File: config.mk
export PLATFORM = sky130hd
export DESIGN_NAME = wdb_watchdog
export DESIGN_NICKNAME = d
export VERILOG_FILES = /design/src/hdl/wdb_pkg.sv /design/src/hdl/wdb_watchdog.sv
export SDC_FILE = /design/constraint.sdc
export NUM_CORES = 1
export LEC_CHECK = 0
export BUFFER_PORTS_ARGS = -buffer_cell sky130_fd_sc_hd__buf_4
export CAP_MARGIN = 20
export CORE_MARGIN = 1.5
export CORE_UTILIZATION = 37
export DETAILED_ROUTE_END_ITERATION = 16
export MAX_ROUTING_LAYER = met4
export PLACE_DENSITY = 0.58
export SETUP_SLACK_MARGIN = 0.2
export SLEW_MARGIN = 30
export SYNTH_ARGS = -nofsm -noshare
export SYNTH_HDL_FRONTEND = slang
export SYNTH_SLANG_ARGS = --single-unit
File: constraint.sdc
create_clock -name pclk -period 4.4 [get_ports pclk]
set_input_delay 0.66 -clock pclk [delete_from_list [all_inputs] [get_ports pclk]]
set_output_delay 0.66 -clock pclk [all_outputs]
set_load 0.1 [all_outputs]
File: src/hdl/wdb_pkg.sv
// Watchdog timer block: shared constants for register map and fields.
// Assumes a 32-bit APB slave port and a single always-on clock.
package wdb_pkg;
    localparam int          WDB_CNT_W        = 32;
    localparam int          WDB_SEL_W        = 4;
    localparam int          WDB_EXP_BASE     = 16;
    localparam logic [7:0]  WDB_RESTART_KEY  = 8'h76;
    localparam logic [11:0] WDB_OFS_CTRL     = 12'h000;
    localparam logic [11:0] WDB_OFS_RANGE    = 12'h004;
    localparam logic [11:0] WDB_OFS_COUNT    = 12'h008;
    localparam logic [11:0] WDB_OFS_RESTART  = 12'h00c;
    localparam logic [11:0] WDB_OFS_STATUS   = 12'h010;
    localparam logic [11:0] WDB_OFS_INTCLR   = 12'h014;
    localparam int          WDB_CTRL_EN_BIT  = 0;
    localparam int          WDB_CTRL_MOD_BIT = 1;
    localparam int          WDB_RANGE_RST_LO = 0;
    localparam int          WDB_RANGE_INI_LO = 4;
    localparam logic [3:0]  WDB_SEL_RESET    = 4'h0;
    localparam logic [31:0] WDB_CNT_RESET    = 32'h0000_0000;
endpackage

File: src/hdl/wdb_watchdog.sv
// Watchdog timer block: APB slave, down counter and timeout responses.
// Assumes pclk is the always-on free clock; pause comes from system manager.
`timescale 1ns/100ps

module wdb_watchdog
(
    input  wire logic        pclk,
    input  wire logic        presetn,
    input  wire logic        psel,
    input  wire logic        penable,
    input  wire logic        pwrite,
    input  wire logic [11:0] paddr,
    input  wire logic [31:0] pwdata,
    input  wire logic [3:0]  pstrb,
    output logic      [31:0] prdata,
    output logic             pready,
    output logic             pslverr,
    input  wire logic        wdog_pause,
    output logic             wdog_irq,
    output logic             wdog_rst_req
);
    import wdb_pkg::*;

    typedef enum logic [1:0]
    {
        WDB_IDLE  = 2'b00,
        WDB_FIRST = 2'b01,
        WDB_SECND = 2'b10
    } wdb_state_t;

    wdb_state_t             state;
    wdb_state_t             next_state;
    logic [WDB_CNT_W-1:0]   count;
    logic [WDB_CNT_W-1:0]   next_count;
    logic                   enable;
    logic                   mode_irq;
    logic [WDB_SEL_W-1:0]   sel_init;
    logic [WDB_SEL_W-1:0]   sel_rest;
    logic                   irq;
    logic                   rst_req;
    logic                   next_irq;

    wire access   = psel && penable;
    wire wr       = access && pwrite;
    wire rd       = access && !pwrite;
    wire hit_ctrl = paddr == WDB_OFS_CTRL;
    wire hit_rng  = paddr == WDB_OFS_RANGE;
    wire hit_cnt  = paddr == WDB_OFS_COUNT;
    wire hit_rst  = paddr == WDB_OFS_RESTART;
    wire hit_sts  = paddr == WDB_OFS_STATUS;
    wire hit_clr  = paddr == WDB_OFS_INTCLR;
    wire mapped   = hit_ctrl || hit_rng || hit_cnt || hit_rst
                    || hit_sts || hit_clr;

    wire wr_ctrl  = wr && hit_ctrl && pstrb[0];
    wire wr_rng   = wr && hit_rng && pstrb[0];
    // Key checked on the low byte only
    wire restart_wr = wr && hit_rst && pstrb[0]
                      && (pwdata[7:0] == WDB_RESTART_KEY);
    wire clr_rd     = rd && hit_clr;
    wire restart    = enable && (restart_wr || clr_rd);
    wire start      = !enable && wr_ctrl && pwdata[WDB_CTRL_EN_BIT];
    wire at_zero    = enable && (count == '0);
    wire timeout    = at_zero && !restart && !wdog_pause;

    // Period minus one: 2^(16+i) - 1 clock cycles
    wire [WDB_CNT_W-1:0] load_init =
        WDB_CNT_W'((33'd1 << (WDB_EXP_BASE + 32'(sel_init))) - 33'd1);
    wire [WDB_CNT_W-1:0] load_rest =
        WDB_CNT_W'((33'd1 << (WDB_EXP_BASE + 32'(sel_rest))) - 33'd1);

    always_comb
    begin
        next_count = count;
        next_state = state;
        next_irq   = irq;
        if (start)
        begin
            next_count = load_init;
            next_state = WDB_FIRST;
        end
        else if (restart)
        begin
            next_count = load_rest;
            next_state = WDB_FIRST;
            next_irq   = 1'b0;
        end
        else if (timeout)
        begin
            next_count = load_rest;
            case (state)
                WDB_FIRST:
                begin
                    if (mode_irq)
                    begin
                        next_irq   = 1'b1;
                        next_state = WDB_SECND;
                    end
                end
                default:
                begin
                    next_state = state;
                end
            endcase
        end
        else if (enable && !wdog_pause)
        begin
            next_count = WDB_CNT_W'(count - 32'd1);
        end
    end

    // Reset request when not answered by interrupt path
    wire req_rst = timeout && (!mode_irq || state == WDB_SECND);

    always_ff @(posedge pclk or negedge presetn)
    begin
        if (!presetn)
        begin
            state   <= WDB_IDLE;
            count   <= WDB_CNT_RESET;
            enable  <= 1'b0;
            irq     <= 1'b0;
            rst_req <= 1'b0;
        end
        else
        begin
            state   <= next_state;
            count   <= next_count;
            irq     <= next_irq;
            if (start)
            begin
                enable <= 1'b1;
            end
            if (req_rst)
            begin
                rst_req <= 1'b1;
            end
        end
    end

    always_ff @(posedge pclk or negedge presetn)
    begin
        if (!presetn)
        begin
            mode_irq <= 1'b0;
            sel_init <= WDB_SEL_RESET;
            sel_rest <= WDB_SEL_RESET;
        end
        else
        begin
            if (wr_ctrl)
            begin
                mode_irq <= pwdata[WDB_CTRL_MOD_BIT];
            end
            if (wr_rng)
            begin
                sel_rest <= pwdata[WDB_RANGE_RST_LO +: 4];
                sel_init <= pwdata[WDB_RANGE_INI_LO +: 4];
            end
        end
    end

    wire [31:0] rd_ctrl = {30'h0, mode_irq, enable};
    wire [31:0] rd_rng  = {24'h0, sel_init, sel_rest};
    wire [31:0] rd_sts  = {30'h0, rst_req, irq};
    wire [31:0] rd_mux  = hit_ctrl ? rd_ctrl :
                          hit_rng  ? rd_rng  :
                          hit_cnt  ? count   :
                          hit_sts  ? rd_sts  : 32'h0000_0000;

    always_ff @(posedge pclk or negedge presetn)
    begin
        if (!presetn)
        begin
            prdata <= 32'h0000_0000;
        end
        else if (psel && !penable && !pwrite)
        begin
            prdata <= rd_mux;
        end
    end

    assign pready       = 1'b1;
    assign pslverr      = access && !mapped;
    assign wdog_irq     = irq;
    assign wdog_rst_req = rst_req;

    chk_restart_reload: assert property (
        @(posedge pclk) disable iff (!presetn)
        restart |=> (count == $past(load_rest)) && !irq)
        else $error("restart did not reload counter");

    chk_zero_restart: assert property (
        @(posedge pclk) disable iff (!presetn)
        (at_zero && restart && !irq && !rst_req)
        |=> !irq && !rst_req)
        else $error("timeout response despite restart");

    chk_decrement_one: assert property (
        @(posedge pclk) disable iff (!presetn)
        (enable && !wdog_pause && !restart && count != '0)
        |=> count == $past(count) - 32'd1)
        else $error("counter did not decrement by one");

    chk_pause_hold: assert property (
        @(posedge pclk) disable iff (!presetn)
        (wdog_pause && !restart && !start)
        |=> $stable(count))
        else $error("counter moved while paused");

    chk_enable_sticky: assert property (
        @(posedge pclk) disable iff (!presetn)
        enable |=> enable)
        else $error("enable dropped without reset");

    chk_reset_mode: assert property (
        @(posedge pclk) disable iff (!presetn)
        (timeout && !mode_irq) |=> wdog_rst_req)
        else $error("no reset request in reset mode");

    chk_first_irq: assert property (
        @(posedge pclk) disable iff (!presetn)
        (timeout && mode_irq && state == WDB_FIRST)
        |=> wdog_irq && !wdog_rst_req && count == $past(load_rest))
        else $error("first timeout not handled as interrupt");

    chk_start_load: assert property (
        @(posedge pclk) disable iff (!presetn)
        start |=> enable && count == $past(load_init))
        else $error("enable did not load initial period");

    chk_irq_level: assert property (
        @(posedge pclk) disable iff (!presetn)
        (irq && !restart) |=> irq)
        else $error("interrupt dropped without clear");

    chk_zero_reload: assert property (
        @(posedge pclk) disable iff (!presetn)
        timeout |=> count == $past(load_rest))
        else $error("counter not reloaded after timeout");

    chk_disabled_quiet: assert property (
        @(posedge pclk) disable iff (!presetn)
        !enable |-> !wdog_irq && !wdog_rst_req && state == WDB_IDLE)
        else $error("outputs active while disabled");

    chk_idle_frozen: assert property (
        @(posedge pclk) disable iff (!presetn)
        (!enable && !start) |=> !enable && $stable(count))
        else $error("disabled counter moved");

    chk_key_guard: assert property (
        @(posedge pclk) disable iff (!presetn)
        (wr && hit_rst && pwdata[7:0] != WDB_RESTART_KEY)
        |-> !restart)
        else $error("restart taken without key");

    chk_key_reload: assert property (
        @(posedge pclk) disable iff (!presetn)
        (enable && wr && hit_rst && pstrb[0]
         && pwdata[7:0] == WDB_RESTART_KEY)
        |=> count == $past(load_rest))
        else $error("keyed restart did not reload");

    chk_clr_read: assert property (
        @(posedge pclk) disable iff (!presetn)
        (enable && rd && hit_clr) |=> !wdog_irq
        && count == $past(load_rest))
        else $error("interrupt clear read had no effect");

    chk_second_reset: assert property (
        @(posedge pclk) disable iff (!presetn)
        (timeout && mode_irq && state == WDB_SECND) |=> wdog_rst_req)
        else $error("second timeout did not request reset");

    chk_rst_sticky: assert property (
        @(posedge pclk) disable iff (!presetn)
        wdog_rst_req |=> wdog_rst_req)
        else $error("reset request dropped without reset");

    chk_init_period: assert property (
        @(posedge pclk) disable iff (!presetn)
        start |=> $onehot(count + 32'h0000_0001)
        && count >= 32'h0000_ffff)
        else $error("initial period not a power of two");

    chk_rest_period: assert property (
        @(posedge pclk) disable iff (!presetn)
        restart |=> $onehot(count + 32'h0000_0001)
        && count >= 32'h0000_ffff)
        else $error("restart period not a power of two");

    chk_range_write: assert property (
        @(posedge pclk) disable iff (!presetn)
        wr_rng |=> sel_init == $past(pwdata[WDB_RANGE_INI_LO +: 4])
        && sel_rest == $past(pwdata[WDB_RANGE_RST_LO +: 4]))
        else $error("timeout selectors not stored apart");

    chk_mode_write: assert property (
        @(posedge pclk) disable iff (!presetn)
        wr_ctrl |=> mode_irq == $past(pwdata[WDB_CTRL_MOD_BIT]))
        else $error("mode bit not stored");

    chk_irq_cause: assert property (
        @(posedge pclk) disable iff (!presetn)
        $rose(wdog_irq) |-> $past(timeout) && $past(mode_irq))
        else $error("interrupt raised without timeout");

    chk_irq_clear: assert property (
        @(posedge pclk) disable iff (!presetn)
        $fell(wdog_irq) |-> $past(restart))
        else $error("interrupt cleared without service");

    chk_rst_cause: assert property (
        @(posedge pclk) disable iff (!presetn)
        $rose(wdog_rst_req) |-> $past(timeout))
        else $error("reset request without timeout");

    chk_pause_zero: assert property (
        @(posedge pclk) disable iff (!presetn)
        (at_zero && wdog_pause && !restart)
        |=> count == '0 && $stable(wdog_irq))
        else $error("paused counter left zero");

    chk_enable_zero: assert property (
        @(posedge pclk) disable iff (!presetn)
        (wr_ctrl && !pwdata[WDB_CTRL_EN_BIT] && !enable) |=> !enable)
        else $error("enable set without writing one");

endmodule

# Yosys cells after proc, flatten, opt, wreduce, memory -nomap -nowiden
# Cells that the tools add are included.
# Widths: inputs -> output; s select.
dict set report word_totals {
  elab_cells 89
  ff_bits 78
}
dict set report op_classes {
  n_eq_ne 8
  n_addsub 5
  n_reduce_logical 47
  n_mux 17
  n_bitwise 1
  shifts 2
}
# cell count
set ops {}
lappend ops {{$mux 32} 7}
lappend ops {{$sub 32x1->32 const B} 3}
lappend ops {{$shl 1x6->32 const A} 2}
lappend ops {{$logic_not 32->1} 1}
lappend ops {{$eq 12x4->1 const B} 2}
lappend ops {{$eq 12x5->1 const B} 2}
lappend ops {{$logic_and 1x1->1} 22}
lappend ops {{$add 5x4->6 const A} 2}
lappend ops {{$eq 12x3->1 const B} 1}
lappend ops {{$logic_not 12->1} 1}
lappend ops {{$mux 2} 6}
lappend ops {{$reduce_bool 3->1} 3}
lappend ops {{$eq 8x7->1 const B} 1}
lappend ops {{$logic_not 1->1} 7}
lappend ops {{$logic_or 1x1->1} 7}
lappend ops {{$reduce_bool 2->1} 3}
lappend ops {{$mux 1} 4}
lappend ops {{$reduce_and 4->1} 1}
lappend ops {{$reduce_bool 4->1} 1}
lappend ops {{$reduce_and 3->1} 1}
lappend ops {{$eq 2x1->1 const B} 1}
lappend ops {{$eq 2x2->1 const B} 1}
lappend ops {{$not 1->1} 1}

# Logic depth before layout (Yosys ltp)
dict set report depth {
  word_depth 13
  mapped_depth 10
}

# Least setup slack after synthesis
# OpenSTA, ideal clock, no wires.
dict set report synth_path {
  path_type {input to output}
  start {input port paddr[3]}
  end {output port pslverr}
  t_arrival_ns 2.511
  stages 3
  required_time_ns 3.740
  path_slack_ns 1.229
  path_cell_list {clkbuf_1 > nand2_1 > a21oi_1}
}
dict set report synth_between {
  elab_chain_len 8
  elab_cells_between_ends 13
  cone_classes {5 x eq/ne; 8 x reduce/logical}
}
# item line_no
set synth_rtl {}
lappend synth_rtl {{from (decl)} wdb_watchdog.sv:12} ;# input wire logic [11:0] paddr,
lappend synth_rtl {{$eq 12x3->1 / $logic_not 12->1 (equally long branches)} {wdb_watchdog.sv:47, wdb_watchdog.sv:46}}
lappend synth_rtl {{$logic_or 1x1->1 (3 in series)} wdb_watchdog.sv:52} ;# wire mapped = hit_ctrl || hit_rng || hit_cnt || hit_rst
lappend synth_rtl {{$logic_or 1x1->1} wdb_watchdog.sv:53} ;# || hit_sts || hit_clr;
lappend synth_rtl {{$logic_or 1x1->1 (*)} wdb_watchdog.sv:53}
lappend synth_rtl {{$logic_not 1->1 (*)} wdb_watchdog.sv:184} ;# assign pslverr = access && !mapped;
lappend synth_rtl {{$logic_and 1x1->1 (*)} wdb_watchdog.sv:184}
lappend synth_rtl {{to (decl)} wdb_watchdog.sv:17} ;# output logic pslverr,
# Every way passes the cells marked *; elsewhere a longest branch is shown, timed or not.

# Final worst setup path
dict set report layout_path {
  start {input port paddr[9]}
  end {register count[18]}
}
dict set report layout_between {
  elab_chain_len 12
  elab_cells_between_ends 20
  cone_classes {2 x eq/ne; 3 x mux; 15 x reduce/logical}
}
# item line_no
set layout_rtl {}
lappend layout_rtl {{$eq 12x4->1} wdb_watchdog.sv:49} ;# wire hit_rst = paddr == WDB_OFS_RESTART;
lappend layout_rtl {{$logic_and 1x1->1 (2 in series)} wdb_watchdog.sv:58} ;# wire restart_wr = wr && hit_rst && pstrb[0]
lappend layout_rtl {{$logic_and 1x1->1} wdb_watchdog.sv:59} ;# && (pwdata[7:0] == WDB_RESTART_KEY);
lappend layout_rtl {{$logic_or 1x1->1} wdb_watchdog.sv:61} ;# wire restart = enable && (restart_wr || clr_rd);
lappend layout_rtl {{$logic_and 1x1->1} wdb_watchdog.sv:61}
lappend layout_rtl {{$logic_not 1->1} wdb_watchdog.sv:64} ;# wire timeout = at_zero && !restart && !wdog_pause;
lappend layout_rtl {{$logic_and 1x1->1 (2 in series)} wdb_watchdog.sv:64}
lappend layout_rtl {{$mux 32} wdb_watchdog.sv:88} ;# else if (timeout)
lappend layout_rtl {{$mux 32} wdb_watchdog.sv:82} ;# else if (restart)
lappend layout_rtl {{$mux 32} wdb_watchdog.sv:77} ;# if (start)
lappend layout_rtl {{to (signal assigned)} wdb_watchdog.sv:128} ;# count <= next_count;
lappend layout_rtl {{to (decl)} wdb_watchdog.sv:33} ;# logic [WDB_CNT_W-1:0] count;
# Several ways; a longest one is shown, not always the timed one.
# A chain may end at the register's enable or synchronous reset.

==> results.toml <==
[power_and_ir_drop]
ir_drop_mv = 0.170
p_leak_nw = 2.36
clockPowerShare_pct = 44.0
p_sw_share_pct = 26.6
totalPowerFinal_mw = 1.96
power_density_mw_per_mm2 = 369
internal_power_mw = 1.44
p_switching_uw = 523
p_seq_share_pct = 43.2
pwr-share-comb_pct = 12.8

[layout]
nets = 608
area.growth.synth_to_final_pct = 19.3
post-route-cell-area_mm2 = 0.00533
multi_input_area_mm2 = 0.00232
num_antenna_cells = 0
layout_commonest_cell = "nand2_1"
drive_above_1_share_pct = 18.2
fill_cells = 1176
regArea_mm2 = 0.00195
final_cell_mix = "nand2_1, dfrtp_1, buf_4"

[global_routing]
antenna_found_initial = 0
globalRouteTotalUtil_pct = 20.3
grt_pass1_vias = 3834
grt_pass1_wl_um = 20000
gr-total-overflow = 0
grt_start_max_net_pins = 45

[setup_path]
cp.arrival_ns = 3.24
ff2ff_path_depth = 7
timing.rr.end = "count[18]$_DFFE_PN0P_"
startpoint = "paddr[9]"
r2r-start = "count[10]$_DFFE_PN0P_"
critPathKind = "in -> reg"
r2r_slack_ns = 1.41
critPathRequiredTime_ns = 4.63
endpoint_kind = "flip-flop"
worst_setup_path_start_kind = "input port"
cp_max_fo = 20

[clocking]
root_buffer = "clkbuf_16"
tritoncts = "done"
cts_made_buffers = 9
hold_buffers = 0
cts_setup_buffers = 0
cts_sinks = 78
cts_resized = 0
clk_latency_ns = 0.34
cts_max_path_buffers = 2
cts_htree_levels = 3
path_clk_slew_ns = 0.06

[logic_synthesis]
syn_inst = 514
ys_seq_area_share_pct = 43.7
async_flop_share_pct = 100
synth_edf_count = 0
synthDistinctLibCells = 63
syn_avg_cell_area_um2 = 8.69
ys_warn_count = 0
syn_area_mm2 = 0.00447
syn-num-nets = 572
synth_seq_cells = 78
ys.flop_type = "dfrtp_1"

[sta]
fin_crit_sh_pct = 68.3
clock_skew_ns = 0.00719
finalHoldViolCount = 0
fmax_mhz = 333
worstMarginPinSlew_ns = 0.850
setup_viol = 0
rsz0062_at_grt = "no"
finalMaxSlewViolations = 0
period_needed_ns = 3.01
relSlewSlack_pct = 43.3
fin_tns_setup_ns = 0

[drt]
routed_wl_um = 12000
vias_per_cell = 5.66
ant_nets = 0
route.detailed.drc = 0
dr.pass1.iters = 5
num_vias = 3950
drtIter0Drc = 312
wire_per_inst_um = 17.2

[floorplan]
start_util_pct = 38.5
die_w_um = 113
fp-row-count = 39
floorplan.die_area_mm2 = 0.0127
design.core.area_mm2 = 0.0116
io_pins = 90
die_h_um = 113

[job]
drv_cap = 0

[place]
postPlaceCellArea_mm2 = 0.00498
place.gp.congestion = 0.955
io_buffers = 61
dp_hpwl_um = 8380

[outcome]
outcome = "finished, final reports clean"

[worst_hold_path]
hp-class = "in -> async"
==> metrics by stage <==
| step | util [%] | hold slack [ns] | setup WS, ns | cells |
|---|---|---|---|---|
| floorplan | - | 0.364 | 1.23 | 514 |
| global placement | 42.6 | 0.452 | 1.11 | 681 |
| detailed placement | 42.9 | 0.459 | 1.05 | 682 |
| CTS | 45.9 | 0.293 | 1.41 | 698 |
| global route | 45.9 | 0.309 | 1.17 | 698 |
| finish | 45.9 | 0.278 | 1.39 | 698 |
==> worst max-delay path, stage by stage <==
cell     delay (ns)
buf_4          0.11
or4_1          0.54
nor3_1         0.52
nand4_1        0.31
and3b_1        0.56
nand2_1        0.28
o41ai_1        0.09
a21o_1         0.16
==> logic make-up after synthesis <==
kind of cell / share of synthesized area [%]
xor gates and xnor gates: 5.49
muxes: 2.69
and+or+nand+nor: 28.5
other: 0.0840
AOI/OAI and AO/OA: 13.9
adders and majority gates: 1.12
DFF: 43.7
buffers and inverters: 4.51
==> state kept, by name, indices dropped and copies added, names as in the netlist <==
| name | count |
|---|---|
| enable | 1 |
| wdog_rst_req | 1 |
| prdata | 32 |
| sel_rest | 4 |
| mode_irq | 1 |
| sel_init | 4 |
| wdog_irq | 1 |
| count | 32 |
| state | 2 |
==> per-layer routing <==
metal  wire, um  global-route usage [%]
met1       5870                    28.0
met2       5250                    30.2
met3        689                    3.80
met4        183                    6.92
met5          0                       -
==> cells in the mapped netlist (5+ instances only) <==
master / instances / share of area, %
nor3_1: 20 / 2.2
nor4_1: 9 / 1.3
a22oi_1: 9 / 1.5
a221oi_1: 5 / 0.98
o21ai_0: 25 / 2.8
a21o_1: 6 / 1.0
nor2_1: 30 / 2.5
inv_1: 7 / 0.59
mux2_2: 8 / 2.0
clkbuf_1: 28 / 2.4
or3_1: 6 / 0.84
nand2_1: 99 / 8.3
xnor2_1: 14 / 2.7
o211ai_1: 6 / 1.0
buf_2: 5 / 0.56
a21oi_1: 18 / 2.0
xor2_1: 14 / 2.7
dfrtp_1: 78 / 44
nand3_1: 41 / 4.6
==> how the worst max path moves through the flow <==
stage / endpoint / depth (start not counted) / slack, ns
6_report: count[18]$_DFFE_PN0P_ / 8 / 1.39
5_1_grt: count[26]$_DFFE_PN0P_ / 7 / 1.17
4_1_cts: count[26]$_DFFE_PN0P_ / 7 / 1.41
3_5_place_dp: count[18]$_DFFE_PN0P_ / 8 / 1.05
3_3_place_gp: count[18]$_DFFE_PN0P_ / 8 / 1.11
2_1_floorplan: pslverr / 3 / 1.23
==> power by group through the flow <==
stage / logic, mW / registers (mW) / clock network (mW)
5_1_grt: 0.279 / 0.856 / 0.910
3_3_place_gp: 0.244 / 0.856 / 0
6_report: 0.252 / 0.848 / 0.864
2_1_floorplan: 0.159 / 0.849 / 0
4_1_cts: 0.250 / 0.846 / 0.885
3_5_place_dp: 0.248 / 0.858 / 0
==> area by class of cell <==
type	count	area share, %
sequential	78	36.6
inverter	7	0.493
multi-input combinational	390	43.6
timing repair buffer	64	9.39
tap	143	3.36
clock inverter	5	2.00
clock buffer	11	4.56
Power figures use the tool's default switching activity.
